<file path="src/hw/lfsr_crc_prs_defines.vh">
// Purpose: Constants for the LFSR checksum / pseudo-random block
// Assumes: 32-bit AXI4-Lite register window, 8-bit data registers
// Notes:   Offsets are byte addresses
`ifndef LFSR_CRC_PRS_DEFINES_VH
`define LFSR_CRC_PRS_DEFINES_VH

`define ADDR_LFSR_STATE        5'h00
`define ADDR_FEEDBACK_POLY     5'h04
`define ADDR_SEED_RESIDUE      5'h08
`define ADDR_CONTROL           5'h0C
`define ADDR_FUNCTION          5'h10
`define STRB_LANE0             0

`define CTRL_ENABLE_BIT        0
`define CTRL_WIDTH             2
`define MODE_WIDTH             2

`define MODE_EQUAL             2'h0
`define MODE_LESS_OR_EQUAL     2'h1
`define MODE_LESS              2'h2
`define MODE_NOT_EQUAL         2'h3

`define RESP_OKAY              2'h0
`define RESP_SLVERR            2'h2

`define LFSR_RESET             8'h00
`define POLY_RESET             8'h00
`define SEED_RESET             8'h00
`define READ_ZERO              8'h00

`endif
</file>
<file path="src/hw/lfsr_crc_prs_block.v">
// Purpose: LFSR based checksum checker / pseudo-random sequence generator
// Assumes: AXI4-Lite slave, single clock, synchronous active-low reset
// Assumes: Registers sit in byte lane 0 of each aligned word
// Notes:   Serial input data_in feeds the LFSR in checksum use; tie low for PRS
// Notes:   aux_out is registered and lags the compared values by one clock
// Notes:   Software keeps state reads and polynomial writes to disabled times
// Notes:   Galois form keeps the step to one xor level per bit
// Notes:   Unmapped offsets answer with an error response
// Notes:   A write with the lane 0 strobe low is a quiet no-op
//
// Summary of operation
// [RULE1] Three 8-bit data registers plus a 2-bit control register.
// [RULE2] While enabled, state register holds LFSR state, updated on block clock.
// [RULE3] Disabled: writing seed/residue also loads the same value into state.
// [RULE4] Disabled: reading state returns 00h and copies state into seed/residue.
// [RULE5] Software does not read the state register while enabled.
// [RULE6] Polynomial register is write-only and sets feedback taps for both uses.
// [RULE7] Software writes the polynomial only while disabled.
// [RULE8] Seed/residue is read-write; enabled writes become the compare operand.
// [RULE9] Enabled: compare state against seed/residue by mode, drive aux output.
// [RULE10] Residue retrieval: disable, read state, then read seed/residue.
// [RULE11] Disabled holds the state; enabled advances one step per clock.
//
// Local design decisions: the AXI4-Lite register port and the address map.

module lfsr_crc_prs_block #(
   parameter WIDTH = 8
) (
   input  wire        aclk,
   input  wire        aresetn,
   input  wire [4:0]  s_axi_awaddr,
   input  wire        s_axi_awvalid,
   output wire        s_axi_awready,
   input  wire [31:0] s_axi_wdata,
   input  wire [3:0]  s_axi_wstrb,
   input  wire        s_axi_wvalid,
   output wire        s_axi_wready,
   output reg  [1:0]  s_axi_bresp,
   output reg         s_axi_bvalid,
   input  wire        s_axi_bready,
   input  wire [4:0]  s_axi_araddr,
   input  wire        s_axi_arvalid,
   output wire        s_axi_arready,
   output reg  [31:0] s_axi_rdata,
   output reg  [1:0]  s_axi_rresp,
   output reg         s_axi_rvalid,
   input  wire        s_axi_rready,
   input  wire        data_in,
   output reg         aux_out
);

`include "lfsr_crc_prs_defines.vh"

   // ----------------------------------------------------------------
   // Registers
   // ----------------------------------------------------------------
   // Map, byte addresses, data right-aligned:
   //   0x00  lfsr_state              reads 00h, disabled read copies into seed
   //   0x04  feedback_polynomial     write only, reads 00h
   //   0x08  seed_and_residue        read-write, disabled write loads state
   //   0x0C  control                 bit 0 enable, bit 1 spare
   //   0x10  lfsr_checksum_function  compare mode
   // Modes: 0 equal, 1 state <= seed, 2 state < seed, 3 not equal
   // Writes to the state offset answer with an error and change nothing
   // A state read while enabled leaves the seed register untouched,
   // so a residue is only captured after disabling

   reg  [WIDTH-1:0]           lfsr_state;            // [RULE1]
   reg  [WIDTH-1:0]           feedback_polynomial;
   reg  [WIDTH-1:0]           seed_and_residue;
   reg  [`CTRL_WIDTH-1:0]     control;
   reg  [`MODE_WIDTH-1:0]     lfsr_checksum_function;

   reg                        aw_held;
   reg  [4:0]                 aw_addr;
   reg                        w_held;
   reg  [31:0]                w_data;
   reg  [3:0]                 w_strb;

   wire enable = control[`CTRL_ENABLE_BIT];

   // ----------------------------------------------------------------
   // Write channel: address and data taken in either order
   // ----------------------------------------------------------------
   assign s_axi_awready = ~aw_held & ~s_axi_bvalid;
   assign s_axi_wready  = ~w_held & ~s_axi_bvalid;

   wire       aw_take = s_axi_awvalid & s_axi_awready;
   wire       w_take  = s_axi_wvalid & s_axi_wready;
   wire       have_aw = aw_held | aw_take;
   wire       have_w  = w_held | w_take;
   wire       do_write = have_aw & have_w;
   wire [4:0] wr_addr = aw_held ? aw_addr : s_axi_awaddr;
   wire [31:0] wr_data = w_held ? w_data : s_axi_wdata;
   wire [3:0] wr_strb = w_held ? w_strb : s_axi_wstrb;
   // Registers live in byte lane 0 only
   wire       wr_lane0 = wr_strb[`STRB_LANE0];

   // ----------------------------------------------------------------
   // Write decode
   // ----------------------------------------------------------------
   wire wr_state = do_write && wr_addr == `ADDR_LFSR_STATE;
   wire wr_poly  = do_write && wr_addr == `ADDR_FEEDBACK_POLY;
   wire wr_seed  = do_write && wr_addr == `ADDR_SEED_RESIDUE;
   wire wr_ctrl  = do_write && wr_addr == `ADDR_CONTROL;
   wire wr_func  = do_write && wr_addr == `ADDR_FUNCTION;
   wire wr_known = wr_state | wr_poly | wr_seed | wr_ctrl | wr_func;

   // Halves wait here until their partner arrives
   always @(posedge aclk) begin
      if (!aresetn) begin
         aw_held <= 1'b0;
         aw_addr <= 5'h00;
         w_held  <= 1'b0;
         w_data  <= 32'h00000000;
         w_strb  <= 4'h0;
      end else if (do_write) begin
         aw_held <= 1'b0;
         w_held  <= 1'b0;
      end else begin
         if (aw_take) begin
            aw_held <= 1'b1;
            aw_addr <= s_axi_awaddr;
         end
         if (w_take) begin
            w_held <= 1'b1;
            w_data <= s_axi_wdata;
            w_strb <= s_axi_wstrb;
         end
      end
   end

   // ----------------------------------------------------------------
   // Write response: one answer per executed write
   // ----------------------------------------------------------------
   always @(posedge aclk) begin
      if (!aresetn) begin
         s_axi_bvalid <= 1'b0;
         s_axi_bresp  <= `RESP_OKAY;
      end else if (do_write) begin
         s_axi_bvalid <= 1'b1;
         // State register is not writable; it and unmapped addresses error
         s_axi_bresp  <= (wr_known & ~wr_state) ? `RESP_OKAY : `RESP_SLVERR;
      end else if (s_axi_bvalid && s_axi_bready) begin
         s_axi_bvalid <= 1'b0;
      end
   end

   // ----------------------------------------------------------------
   // Read channel: one-cycle answer after address accepted
   // ----------------------------------------------------------------
   assign s_axi_arready = ~s_axi_rvalid;
   wire rd_take  = s_axi_arvalid & s_axi_arready;
   wire rd_state = rd_take && s_axi_araddr == `ADDR_LFSR_STATE;

   // Read data decoded from the address while it is offered
   reg  [31:0]                next_rdata;
   reg  [1:0]                 next_rresp;

   always @* begin
      next_rdata = 32'h00000000;
      next_rresp = `RESP_OKAY;
      case (s_axi_araddr)
         `ADDR_LFSR_STATE: begin
            next_rdata = {24'h000000, `READ_ZERO};                      // [RULE4]
         end
         `ADDR_FEEDBACK_POLY: begin
            next_rdata = {24'h000000, `READ_ZERO};                      // [RULE6]
         end
         `ADDR_SEED_RESIDUE: begin
            next_rdata = {24'h000000, seed_and_residue};                // [RULE8]
         end
         `ADDR_CONTROL: begin
            next_rdata = {30'h0, control};
         end
         `ADDR_FUNCTION: begin
            next_rdata = {30'h0, lfsr_checksum_function};
         end
         default: begin
            next_rresp = `RESP_SLVERR;
         end
      endcase
   end

   always @(posedge aclk) begin
      if (!aresetn) begin
         s_axi_rvalid <= 1'b0;
         s_axi_rdata  <= 32'h00000000;
         s_axi_rresp  <= `RESP_OKAY;
      end else if (rd_take) begin
         s_axi_rvalid <= 1'b1;
         s_axi_rdata  <= next_rdata;
         s_axi_rresp  <= next_rresp;
      end else if (s_axi_rready) begin
         s_axi_rvalid <= 1'b0;
      end
   end

   // ----------------------------------------------------------------
   // LFSR step: Galois form, taps from the polynomial register
   // ----------------------------------------------------------------
   // Feedback = msb xor serial input; with data_in low this is a plain PRS
   // A zero state with data_in low never leaves zero, whatever the taps
   wire             feedback = lfsr_state[WIDTH-1] ^ data_in;
   wire [WIDTH-1:0] shifted;
   wire [WIDTH-1:0] stepped_lfsr;

   assign shifted[0] = 1'b0;

   genvar bit_idx;
   generate
      for (bit_idx = 0; bit_idx < WIDTH; bit_idx = bit_idx + 1) begin : g_step
         if (bit_idx > 0) begin : g_shift
            assign shifted[bit_idx] = lfsr_state[bit_idx-1];
         end
         assign stepped_lfsr[bit_idx] = shifted[bit_idx]
                                        ^ (feedback_polynomial[bit_idx] & feedback); // [RULE6]
      end
   endgenerate

   // ----------------------------------------------------------------
   // Register next values
   // ----------------------------------------------------------------
   reg  [WIDTH-1:0]           next_lfsr_state;
   reg  [WIDTH-1:0]           next_feedback_polynomial;
   reg  [WIDTH-1:0]           next_seed_and_residue;
   reg  [`CTRL_WIDTH-1:0]     next_control;
   reg  [`MODE_WIDTH-1:0]     next_lfsr_checksum_function;

   always @* begin
      next_lfsr_state             = lfsr_state;
      next_feedback_polynomial    = feedback_polynomial;
      next_seed_and_residue       = seed_and_residue;
      next_control                = control;
      next_lfsr_checksum_function = lfsr_checksum_function;
      if (enable) begin
         next_lfsr_state = stepped_lfsr;                                 // [RULE2] [RULE11]
      end else if (wr_seed && wr_lane0) begin
         next_lfsr_state = wr_data[WIDTH-1:0];                           // [RULE3]
      end
      // Polynomial written while enabled is still taken; software avoids it
      if (wr_poly && wr_lane0) begin
         next_feedback_polynomial = wr_data[WIDTH-1:0];                  // [RULE6]
      end
      // A seed write and a state read in one cycle: the write wins
      if (wr_seed && wr_lane0) begin
         next_seed_and_residue = wr_data[WIDTH-1:0];                     // [RULE8]
      end else if (rd_state && !enable) begin
         next_seed_and_residue = lfsr_state;                             // [RULE4]
      end
      if (wr_ctrl && wr_lane0) begin
         next_control = wr_data[`CTRL_WIDTH-1:0];
      end
      if (wr_func && wr_lane0) begin
         next_lfsr_checksum_function = wr_data[`MODE_WIDTH-1:0];
      end
   end

   // ----------------------------------------------------------------
   // Register update
   // ----------------------------------------------------------------
   always @(posedge aclk) begin
      if (!aresetn) begin
         lfsr_state             <= `LFSR_RESET;
         feedback_polynomial    <= `POLY_RESET;
         seed_and_residue       <= `SEED_RESET;
         control                <= {`CTRL_WIDTH{1'b0}};
         lfsr_checksum_function <= `MODE_EQUAL;
      end else begin
         lfsr_state             <= next_lfsr_state;
         feedback_polynomial    <= next_feedback_polynomial;
         seed_and_residue       <= next_seed_and_residue;
         control                <= next_control;
         lfsr_checksum_function <= next_lfsr_checksum_function;
      end
   end

   // ----------------------------------------------------------------
   // Compare output
   // ----------------------------------------------------------------
   // All four mode codes are decoded; the default only guards unknowns
   reg compare_hit;
   always @* begin
      case (lfsr_checksum_function)
         `MODE_EQUAL:         compare_hit = lfsr_state == seed_and_residue;
         `MODE_LESS_OR_EQUAL: compare_hit = lfsr_state <= seed_and_residue;
         `MODE_LESS:          compare_hit = lfsr_state <  seed_and_residue;
         `MODE_NOT_EQUAL:     compare_hit = lfsr_state != seed_and_residue;
         default:             compare_hit = 1'b0;
      endcase
   end

   // ----------------------------------------------------------------
   // Auxiliary output
   // ----------------------------------------------------------------
   // Registered so the pin never glitches; costs one clock of lag
   // Forced low while disabled so a stale compare never shows
   always @(posedge aclk) begin
      if (!aresetn)
         aux_out <= 1'b0;
      else
         aux_out <= enable & compare_hit;                                // [RULE9]
   end

endmodule // lfsr_crc_prs_block

</file>
<file path="config.mk">
export PLATFORM = sky130hd
export DESIGN_NAME = lfsr_crc_prs_block
export DESIGN_NICKNAME = d
export VERILOG_FILES = /design/src/hw/lfsr_crc_prs_block.v
export VERILOG_INCLUDE_DIRS = /design/src /design/src/hw
export SDC_FILE = /design/constraint.sdc
export NUM_CORES = 1
export LEC_CHECK = 0
export CORE_MARGIN = 2
export CORE_UTILIZATION = 63
export CTS_BUF_LIST = sky130_fd_sc_hd__clkbuf_16
export DETAILED_ROUTE_END_ITERATION = 8
export DONT_BUFFER_PORTS = 1
export GPL_TIMING_DRIVEN = 0
export HOLD_SLACK_MARGIN = 0.1
export PLACE_DENSITY = 0.79
export SYNTH_ARGS = -nofsm -noshare
export SYNTH_HDL_FRONTEND = slang
export SYNTH_SLANG_ARGS = --single-unit
</file>
<file path="constraint.sdc">
create_clock -name aclk -period 1.89 [get_ports aclk]
set_clock_uncertainty 0.15 [all_clocks]
set_input_delay 0.378 -clock aclk [delete_from_list [all_inputs] [get_ports aclk]]
set_output_delay 0.378 -clock aclk [all_outputs]
set_load 0.005 [all_outputs]
</file>
Word level (Yosys, flattened, before mapping). Index checks and enable logic that the tools add are counted.

$lt $le $gt $ge: 2. Equality and inequality tests: 13. Muxes and demuxes: 15. Bitwise operators: 37. Reduce and logical (&&, ||, !) cells: 24.

Operator list (count): $mux W8 (5); $pmux W8 S3 (1); $eq A5 B4 Y1 const B (4); $and A1 B1 Y1 (16); $logic_and A1 B1 Y1 (12); $eq A5 B3 Y1 const B (2); $eq A5 B5 Y1 const B (2); $logic_not A5 Y1 (2); $eq A8 B8 Y1 (1); $le A8 B8 Y1 (1); $lt A8 B8 Y1 (1); $ne A8 B8 Y1 (1); $reduce_bool A2 Y1 (4); $xor A1 B1 Y1 (8); $not A1 Y1 (7); $or A1 B1 Y1 (6); $mux W1 (5); $mux W5 (1); $reduce_or A5 Y1 (1); $eq A2 B2 Y1 const B (2); $mux W2 (2); $pmux W1 S4 (1); $reduce_and A2 Y1 (2); $eq A2 B1 Y1 const B (1); other kinds (3) (3).

Register bits after elaboration: 83. Input bits: 54. Output and inout port bits: 42. Logic and storage cells: 107.

Longest topological paths before layout. Gate-level depths: netlist of the first run.

Depth after elaboration: 12. Depth in mapped cells: 7. Depth with buffers taken out: 6.

Least setup slack after synthesis of the first run. OpenSTA, ideal clock, no wires.

Path kind: input -> register. Start point: input s_axi_awaddr[0]. End point: register lfsr_state[5]. Library setup time: 83 ps. Data arrival time: 1521 ps. Required time: 1657 ps. Setup slack: 137 ps. Stages on the path: 4. Path buffers: 0. Cell sequence: nor4_2 -> o211ai_4 -> or4_1 -> o221ai_1.

Longest elaborated chain between the ends: 5.

RTL lines: from (decl) (line lfsr_crc_prs_block.v:31) `input wire [4:0] s_axi_awaddr,`; $mux W5 (line lfsr_crc_prs_block.v:93) `wire [4:0] wr_addr = aw_held ? aw_addr : s_axi_awaddr;`; $eq A5 B4 Y1 (no line); $logic_and A1 B1 Y1 (no line); $logic_and A1 B1 Y1 (line lfsr_crc_prs_block.v:238) `end else if (wr_seed && wr_lane0) begin`; $reduce_bool A2 Y1 (no line); to (signal assigned) (line lfsr_crc_prs_block.v:264) `` lfsr_state <= `LFSR_RESET; ``; to (signal assigned) (line lfsr_crc_prs_block.v:270) `lfsr_state <= next_lfsr_state;`; to (decl) (line lfsr_crc_prs_block.v:68) `reg [WIDTH-1:0] lfsr_state;`.

No other way between the ends. A chain may end at the register's enable or synchronous reset.

Worst setup path after layout of the first run.
Start point: register aw_held. End point: register lfsr_state[6].

Longest elaborated chain between the ends: 8. Elaborated cells between the ends (all ways): 10. Classes of those cells: eq/ne: 1; mux: 1; bitwise: 5; reduce/logical: 3.

RTL lines: from (decl) (line lfsr_crc_prs_block.v:74) `reg aw_held;`; from (signal assigned) (line lfsr_crc_prs_block.v:112) `aw_held <= 1'b0;`; from (signal assigned) (line lfsr_crc_prs_block.v:118) `aw_held <= 1'b0;`; from (signal assigned) (line lfsr_crc_prs_block.v:122) `aw_held <= 1'b1;`; $not A1 Y1 (line lfsr_crc_prs_block.v:85) `assign s_axi_awready = ~aw_held & ~s_axi_bvalid;`; $and A1 B1 Y1 (line lfsr_crc_prs_block.v:85); $and A1 B1 Y1 (line lfsr_crc_prs_block.v:88) `wire aw_take = s_axi_awvalid & s_axi_awready;`; $or A1 B1 Y1 (line lfsr_crc_prs_block.v:90) `wire have_aw = aw_held | aw_take;`; $and A1 B1 Y1 (line lfsr_crc_prs_block.v:92) `wire do_write = have_aw & have_w;`; $logic_and A1 B1 Y1 (no line) *; $logic_and A1 B1 Y1 * (line lfsr_crc_prs_block.v:238); $reduce_bool A2 Y1 (no line) *.

Mark *: on every way between the ends. The rest lies on a longest branch, timed or not.

==> results of run 1 <==
==> worst register-to-register path: stages (launching register included) <==
cell      delay (ns)
dfxtp_2         0.32
buf_8           0.13
mux2i_4         0.37
o211ai_4        0.16
or4_1           0.54
o221ai_1        0.10
==> cells by family (layout without fill, tap and decap cells) <==
kind of cell	count (synthesis)	after routing	synth area share, %
mux	45	45	14.5
simple gates	123	123	22.3
fa+ha+maj	8	8	3.05
buf+inv	53	93	10.6
other cells	1	26	0.114
xor+xnor	8	8	2.14
compound gates	53	54	12.4
flops	57	57	34.8
==> final timing paths <==
path | start | depth (start not counted) | slack, ns | endpoint
worst max-delay path | aw_held | 5 | 0.03 | lfsr_state[6]
worst max register to register | aw_held | 5 | 0.03 | lfsr_state[6]
worst min register to register | feedback_polynomial[7] | 2 | 0.31 | feedback_polynomial[7]
worst min-delay path | s_axi_awvalid | 2 | 0.10 | aw_held
==> stage by stage <==
stage	instance area [um^2]	worst slack, ns	setup TNS [ns]	utilization (%)	total power (W)
after detailed placement	3460	-0.0565	-0.333	68.2	0.00166
after global routing	4060	-0.0111	-0.0242	80.0	0.00334
after global placement	3460	0.00167	0	68.2	0.00165
after floorplan	3370	0.137	0	-	0.00160
after CTS	3950	0.0200	0	77.8	0.00320
final	4060	0.0279	0	80.0	0.00324
==> sequential cells by signal, indices dropped and copies added, names as in the netlist, 2 cells and up <==
name	count
aw_addr	5
feedback_polynomial	8
s_axi_rdata	8
control	2
w_data	8
lfsr_checksum_function	2
seed_and_residue	8
lfsr_state	8
==> layout by cell type, fill, tap and decap left out, types with 8 or more instances in the layout <==
cell type / n
a22oi_1: 8
nor2_1: 29
inv_1: 14
nand3b_1: 10
mux2i_1: 39
nand2_1: 32
dlygate4sd3_1: 18
clkbuf_16: 9
dfxtp_1: 55
conb_1: 26
buf_4: 31
ha_1: 8
a21oi_1: 8
o221ai_1: 8
==> power by group through the flow <==
| stage | clock network (W) | registers [W] | logic, W |
|---|---|---|---|
| after floorplan | 0 | 0.00128 | 0.000312 |
| after global placement | 0 | 0.00129 | 0.000363 |
| after detailed placement | 0 | 0.00129 | 0.000370 |
| after CTS | 0.00153 | 0.00127 | 0.000405 |
| after global routing | 0.00158 | 0.00127 | 0.000487 |
| final | 0.00152 | 0.00127 | 0.000450 |
==> what timing repair did <==
item	in CTS	in global routing
setup buffers	1	5
cloned	0	1
hold endpoints to repair	19	0
endpoints found under the setup margin	9	29
gates resized for setup	1	13
hold buffers	18	0
pin swaps	1	7
==> final cells by class <==
type | count | share of cell area (%)
clock buffer | 9 | 5.55
timing repair buffer | 24 | 5.85
multi-input combinational | 264 | 48.2
inverter | 12 | 1.11
buffer | 41 | 7.64
clock inverter | 7 | 1.32
tap | 70 | 2.16
sequential | 57 | 28.2
==> per-layer routing <==
| metal | wire length, um | global-route usage, % | up-vias |
|---|---|---|---|
| met5 | 0 | 0 | - |
| met4 | 152 | 12.7 | 0 |
| met3 | 645 | 5.92 | 15 |
| met2 | 4090 | 46.7 | 145 |
| met1 | 3410 | 35.0 | 1290 |
| li1 | - | - | 1331 |
==> summary.txt, run 1 <==
Status
  – Status: complete, no violations

Timing
  – Hold Violations, Final: 0
  – Final worst-path cycle share: a little over nine tenths
  – # setup viols final: 0
  – RSZ-0062 raised after global routing: true
  – Worst-Margin Slew: roughly 0.58 ns
  – F_max: 537 MHz
  – Final Max Tran Viols: 0
  – Max_slew headroom: 61.4%
  – Tmin final: roughly 1.9 ns
  – Minimum hold slack: 0.102 ns

Power
  – Cell internal pwr: 0.00245 W
  – Combinational share of power: 13.9%
  – Sequential Power Share: 39.2%
  – Net Sw Frac: 24.6%
  – Largest vdd supply drop: 0.000705 V
  – P_sw: 0.000797 W
  – Pwr/cell area: 799 nW/um^2
  – Clock power share: 46.9%
  – Static leakage: 1.66 nW

Yosys
  – Most frequent cell after synthesis: dfxtp_1
  – Synthesized area per cell: 9.43 um^2
  – Post-synth top flop: dfxtp_1
  – Area contributors post-synth: dfxtp_1, mux2i_1, buf_4, nand2_1, nor2_1
  – Async S/R FF share, synth: 0%
  – Yosys synthesis warning count: 0
  – Post-synth EDFFs: 0
  – Yosys reg bits: 57
  – Sequential area share after synthesis: between 30% and 40%
  – Synth top area share: roughly a third
  – Leading area contributor after synthesis: dfxtp_1
  – Yosys cell types: 58
  – Syn Inst Count: 348
  – Synth top cells by count: dfxtp_1, mux2i_1, nand2_1, nor2_1, buf_4
  – Synthesized cell area: 3280 um^2

Floorplan
  – Row count: 26
  – Die H: 76.2 um
  – Core region area: 5070 um^2
  – Full die area: 5800 um^2
  – IO Pins: 96
  – Die Width: 76.2 um
  – Starting Density: 64.6%

GRT
  – Vias in the first global route: approximately 2700
  – Total GRT Usage: 28.1%
  – Largest net degree at the start of global routing: 11
  – Initial antenna violation count: 0
  – GRT overflow: 0
  – First-pass GRT wire length: 13000 um

Place
  – GPL Wtd Cong: around 0.81
  – Cells after DPL: 443
  – Final HPWL DP: around 5500 um
  – Port bufs: 0

Detailed routing
  – Initial DRT Pass Iterations: 5
  – Post-DR wirelength/cell: 17.1 um
  – Via density: 5.75
  – Starting DRT DRC Count: 142
  – Via count: 2781
  – Routed Antenna Nets: 0
  – DRC: 0
  – Routed wire length: 8300 um

Clock network
  – Worst-path clk slew: roughly 0.050 ns
  – CTS tree: built
  – Clk sinks: 57
  – Max Root-Sink Buffers: 2
  – Root Buffer: clkbuf_16
  – # H-tree levels: 3
  – Worst skew pair latency: 0.32 ns
  – CTS Buf Count: 9

Critical path
  – CP Launch Type: flop
  – Crit path kind: flop to flop
  – Crit-path cells: buf_8 > mux2i_4 > o211ai_4 > or4_1 > o221ai_1
  – Critical Path Slowest Stage Cell: or4_1
  – Worst-path fanout max: 7
  – Crit. End Element: flop
  – CP arrival: a little under 2 ns
  – Worst path required time: about 2 ns
  – Buf/Inv on CP: 1
  – Max stage delay on crit path: 0.54 ns
  – Cell family with most CP delay: simple AND/OR/NAND/NOR gates

Final layout
  – Multi-input logic area: 1960 um^2
  – Ant. Diodes: 0
  – Share of cells above drive strength 1: 19.8%
  – Final Instance Count excl. Fillers: 484
  – Nets: approximately 470
  – Total area of sequential cells: around 1100 um^2
  – # fillers: 340
  – Layout area overhead: 23.8%

Flow run
  – Max Cap Viol: 0

Worst hold path
  – Hold/Removal Path Class: input pin to flop
(Power assumes the default switching activity.)
==> run 2: changes to the inputs <==
- GPL_TIMING_DRIVEN: 0 -> unset
==> summary.txt, run 2 (synthesized netlist as in run 1, its figures left out) <==
Critical path
  – Crit. End Element: flop
  – Critical Path Slowest Stage Cell: or4_4
  – Max stage delay on crit path: 0.55 ns (about the same)
  – Worst path required time: 1.99 ns (about the same)
  – Worst-path fanout max: 10 (+3)
  – Crit path kind: flop to flop
  – CP Launch Type: flop
  – Crit-path cells: nor4b_4 > buf_4 > o211ai_4 > or4_4 > o221ai_1
  – Crit. path cell count: 5 (unchanged)
  – Worst r2r path cells: 5 (unchanged)
  – R2R setup slack: 0.05 ns (+0.02 ns)
  – Cell family with most CP delay: simple AND/OR/NAND/NOR gates
  – CP arrival: 1.93 ns (-0.02 ns)
  – Buf/Inv on CP: 1 (unchanged)
  – R2r endpoint: lfsr_state[6]
  – R2r startpoint: aw_addr[4]

Clock network
  – CTS tree: built
  – Worst-path clk slew: 0.05 ns (about the same)
  – Max Root-Sink Buffers: 2 (unchanged)
  – Root Buffer: clkbuf_16
  – CTS Buf Count: 9 (unchanged)
  – # H-tree levels: 3 (unchanged)
  – Clk sinks: 57 (unchanged)
  – Worst skew pair latency: 0.33 ns (about the same)

Final layout
  – Layout area overhead: 16.7%
  – Commonest non-fill, non-tap cell in the layout: dfxtp_1
  – Nets: 441 (-6.4%)
  – Ant. Diodes: 0 (unchanged)
  – Final Instance Count excl. Fillers: 454 (-6.2%)
  – Share of cells above drive strength 1: 15.4% (-4.4 points)
  – Most frequent cells in the layout: dfxtp_1, mux2i_1, nand2_1

Floorplan
  – Core region area: 5070 um^2 (unchanged)
  – Full die area: 5800 um^2 (unchanged)
  – Die H: 76.2 um (unchanged)
  – IO Pins: 96 (unchanged)
  – Starting Density: 64.6% (unchanged)
  – Die Width: 76.2 um (unchanged)
  – Row count: 26 (unchanged)

Detailed routing
  – Via density: 5.68 (-1.2%)
  – Initial DRT Pass Iterations: 4 (-1)
  – Starting DRT DRC Count: 124 (-13%)
  – Via count: 2578 (-7.3%)
  – DRC: 0 (unchanged)
  – Routed wire length: 7280 um (-12%)
  – Routed Antenna Nets: 0 (unchanged)
  – Post-DR wirelength/cell: 16.0 um (-6.5%)

Timing
  – Setup_tns: 0 ns (unchanged)
  – # setup viols final: 0 (unchanged)
  – Final setup margin: 0.0526 ns (+0.0247 ns)
  – Hold Violations, Final: 0 (unchanged)
  – RSZ-0062 raised after global routing: true
  – Minimum hold slack: 0.105 ns (+0.00354 ns)
  – Worst-Margin Slew: 0.720 ns (+0.141 ns)
  – Max_slew headroom: 51.8% (-9.6 points)
  – Final Max Tran Viols: 0 (unchanged)
  – Final worst-path cycle share: 97.2% (-1.3 points)
  – F_max: 544 MHz (+1.3%)
  – Tmin final: 1.84 ns (-0.0247 ns)

GRT
  – Largest net degree at the start of global routing: 22 (+11)
  – Total GRT Usage: 25.9% (-2.2 points)
  – First-pass GRT wire length: 12000 um (-7.4%)
  – Initial antenna violation count: 0 (unchanged)
  – GRT overflow: 0 (unchanged)
  – Vias in the first global route: 2556 (-3.8%)

Place
  – Place WS: 0.0197 ns (+0.0762 ns)
  – Port bufs: 0 (unchanged)
  – GPL Wtd Cong: 0.805 (-1.1%)
  – Final HPWL DP: 4970 um (-10%)
  – Cells after DPL: 418 (-5.6%)

Worst hold path
  – WHS Endpoint: w_held
  – Hold/Removal Path Class: input pin to flop
  – Hold_sp: s_axi_wvalid
  – Worst hold path depth: 2 (unchanged)

Power
  – Pwr/cell area: 870 nW/um^2 (+8.9%)
  – Total design power: 0.00333 W (+2.6%)
  – Static leakage: 1.51 nW (-8.9%)
  – Largest vdd supply drop: 0.000637 V (-9.5%)

Status
  – Status: complete, no violations

Flow run
  – Max Cap Viol: 0 (unchanged)
==> run 2: final cells by class <==
class | instances | area [um^2]
well taps | 70 | 87.6
repair buffers | 36 | 340
clock inverters | 7 | 85.1
fillers | 373 | 1250
clock buffers | 9 | 225
flip-flops and latches | 57 | 1140
inverters | 12 | 45.0
multi-input cells | 263 | 1900
==> run 2: power breakdown <==
part	switching [W]	total [W]	leakage (nW)	internal (W)
Sequential	0.0000340	0.00127	0.462	0.00124
Combinational	0.000198	0.000375	0.901	0.000177
Clock	0.000547	0.00168	0.150	0.00114
Total	0.000779	0.00333	1.51	0.00255
==> run 2: through the flow <==
stage | area [um^2] | util (%)
floorplan | 3370 | -
global placement | 3300 | 65.1
detailed placement | 3300 | 65.1
CTS | 3790 | 74.8
global route | 3830 | 75.4
finish | 3830 | 75.4
==> run 2: timing repair <==
action / 4_1_cts / 5_1_grt
hold buffers: 18 / 0
pin swaps: 0 / 2
setup buffers: 0 / 2
endpoints found under the hold margin: 33 / 0
endpoints found under the setup margin: 1 / 5
resized for setup: 1 / 4
==> run 2: how the worst max path moves through the flow <==
| stage | endpoint | from |
|---|---|---|
| floorplan | lfsr_state[5] | s_axi_awaddr[0] |
| detailed placement | lfsr_state[6] | aw_held |
| global route | lfsr_state[2] | aw_held |
| global placement | lfsr_state[3] | aw_held |
| CTS | lfsr_state[6] | aw_addr[0] |
| finish | lfsr_state[6] | aw_addr[4] |
==> run 2: layer usage <==
metal  global-route usage (%)  routed length [um]
met5                        0                   0
met4                     10.0                  96
met3                     7.46                 472
met2                     44.8                3630
met1                     30.3                3090
==> run 3: changes to the inputs <==
- CORE_UTILIZATION: 63 -> 50
- PLACE_DENSITY: 0.79 -> unset
==> summary.txt, run 3 (synthesized netlist as in run 1, its figures left out) <==
Clock network
  – Max Root-Sink Buffers: 2 (unchanged)
  – # H-tree levels: 3 (unchanged)
  – Root Buffer: clkbuf_16
  – Setup Buffers After CTS: 0 (unchanged)
  – Clk sinks: 57 (unchanged)
  – CTS tree: built
  – CTS Buf Count: 9 (unchanged)
  – Worst-path clk slew: 0.05 ns (about the same)
  – Worst skew pair latency: 0.32 ns (about the same)

Flow run
  – Max Cap Viol: 0 (unchanged)

Detailed routing
  – Routed Antenna Nets: 0 (unchanged)
  – Via count: 2515 (-2.4%)
  – Starting DRT DRC Count: 82 (-34%)
  – Routed wire length: 6850 um (-6.0%)
  – Post-DR wirelength/cell: 14.9 um (-7.2%)
  – Via density: 5.47 (-3.7%)
  – DRC: 0 (unchanged)
  – Initial DRT Pass Iterations: 5 (+1)

Place
  – Final HPWL DP: 5040 um (+1.4%)
  – Placed cell areas: 3310 um^2 (+0.11%)
  – GPL Wtd Cong: 0.775 (-3.7%)
  – Port bufs: 0 (unchanged)

Final layout
  – Layout area overhead: 15.0%
  – Ant. Diodes: 0 (unchanged)
  – Nets: 440 (-0.23%)
  – Share of cells above drive strength 1: 13.6% (-1.8 points)
  – # fillers: 565 (+51%)
  – Fin area: 3770 um^2 (-1.5%)
  – Most frequent cells in the layout: dfxtp_1, mux2i_1, nand2_1
  – Commonest non-fill, non-tap cell in the layout: dfxtp_1

Floorplan
  – Starting Density: 51.7% (-13 points)
  – IO Pins: 96 (unchanged)
  – Row count: 29 (+12%)
  – Die Width: 85 um (+12%)
  – Core region area: 6350 um^2 (+25%)
  – Full die area: 7230 um^2 (+25%)
  – Die H: 85 um (+12%)

Timing
  – Worst-Margin Slew: 0.737 ns (+0.0172 ns)
  – F_max: 553 MHz (+1.6%)
  – Tmin final: 1.81 ns (-0.0289 ns)
  – Final worst-path cycle share: 95.7% (-1.5 points)
  – Final Max Tran Viols: 0 (unchanged)
  – # setup viols final: 0 (unchanged)
  – Hold Violations, Final: 0 (unchanged)
  – Max_slew headroom: 50.8% (-0.99 points)
  – RSZ-0062 raised after global routing: false

Power
  – Cell internal pwr: 0.00240 W (-6.0%)
  – Combinational share of power: 11.2% (about the same)
  – Clock power share: 48.4% (-2.2 points)
  – Pwr/cell area: 835 nW/um^2 (-4.0%)
  – P_sw: 0.000752 W (-3.5%)
  – Largest vdd supply drop: 0.000587 V (-8.0%)
  – Net Sw Frac: 23.9% (+0.48 points)
  – Sequential Power Share: 40.4% (+2.2 points)
  – Static leakage: 1.50 nW (-0.82%)
  – Total design power: 0.00315 W (-5.5%)

Critical path
  – Crit path kind: flop to flop
  – Crit. End Element: flop
  – CP arrival: 1.89 ns (-0.04 ns)
  – CP Launch Type: flop
  – Worst-path fanout max: 10 (unchanged)
  – Worst path required time: 1.98 ns (about the same)

GRT
  – Total GRT Usage: 20.0% (-5.9 points)
  – Largest net degree at the start of global routing: 21 (-4.5%)
  – Initial antenna violation count: 0 (unchanged)
  – First-pass GRT wire length: 11500 um (-4.4%)
  – Vias in the first global route: 2420 (-5.3%)
  – GRT overflow: 0 (unchanged)

Worst hold path
  – Hold/Removal Path Class: input pin to flop

Status
  – Status: complete, no violations
[run 3: path summary, 6_finish.rpt]
check / endpoint / startpoint / depth (start not counted) / slack (ns)
max: lfsr_state[1] / aw_held / 6 / 0.08
min: w_held / s_axi_wvalid / 2 / 0.11
max reg2reg: lfsr_state[1] / aw_held / 6 / 0.08
min reg2reg: feedback_polynomial[6] / feedback_polynomial[6] / 2 / 0.31
[run 3: cell type report]
class	count	area, um^2	share of cell area [%]
multi-input combinational	263	1880	50.0
sequential	57	1140	30.3
timing repair buffer	35	323	8.56
clock buffer	9	225	5.97
tap	77	96.3	2.55
clock inverter	7	53.8	1.43
inverter	12	45.0	1.19
[run 3: worst max-delay path: stages, from the launching register on]
cell and delay [ns]:
dfxtp_4 0.37, buf_4 0.15, nor4_2 0.14, buf_4 0.17
o211ai_4 0.13, or4b_1 0.53, o221ai_1 0.08
[run 3: through the flow]
step,setup WS (ns),TNS [ns],hold WS (ns),std cells,utilization (%)
2_1_floorplan,0.137,0,0.284,373,-
3_3_place_gp,-0.00267,-0.00267,0.293,426,52.1
3_5_place_dp,-0.0214,-0.0719,0.302,426,52.1
4_1_cts,0.0666,0,0.104,460,59.3
5_1_grt,0.00517,0,0.120,460,59.4
6_report,0.0815,0,0.107,460,59.4
[run 3: what timing repair did]
action                                  in CTS  in global routing
hold buffers                                18                  0
gates resized for setup                      1                  3
pin swaps                                    0                  2
hold endpoints to repair                    32                  0
endpoints found under the setup margin      12                  8
[run 3: power groups by stage]
stage | Clock [W] | Sequential, W | Combinational [W]
after floorplan | 0 | 0.00128 | 0.000312
after detailed placement | 0 | 0.00129 | 0.000315
after global routing | 0.00161 | 0.00127 | 0.000391
after CTS | 0.00155 | 0.00127 | 0.000354
final | 0.00152 | 0.00127 | 0.000354
after global placement | 0 | 0.00129 | 0.000311
[run 3: routing by layer]
metal	vias up	wire, um	track usage (%)
met5	-	0	0
met4	0	65	5.19
met3	6	403	6.81
met2	75	3020	31.6
met1	1177	3360	26.3
li1	1257	-	-
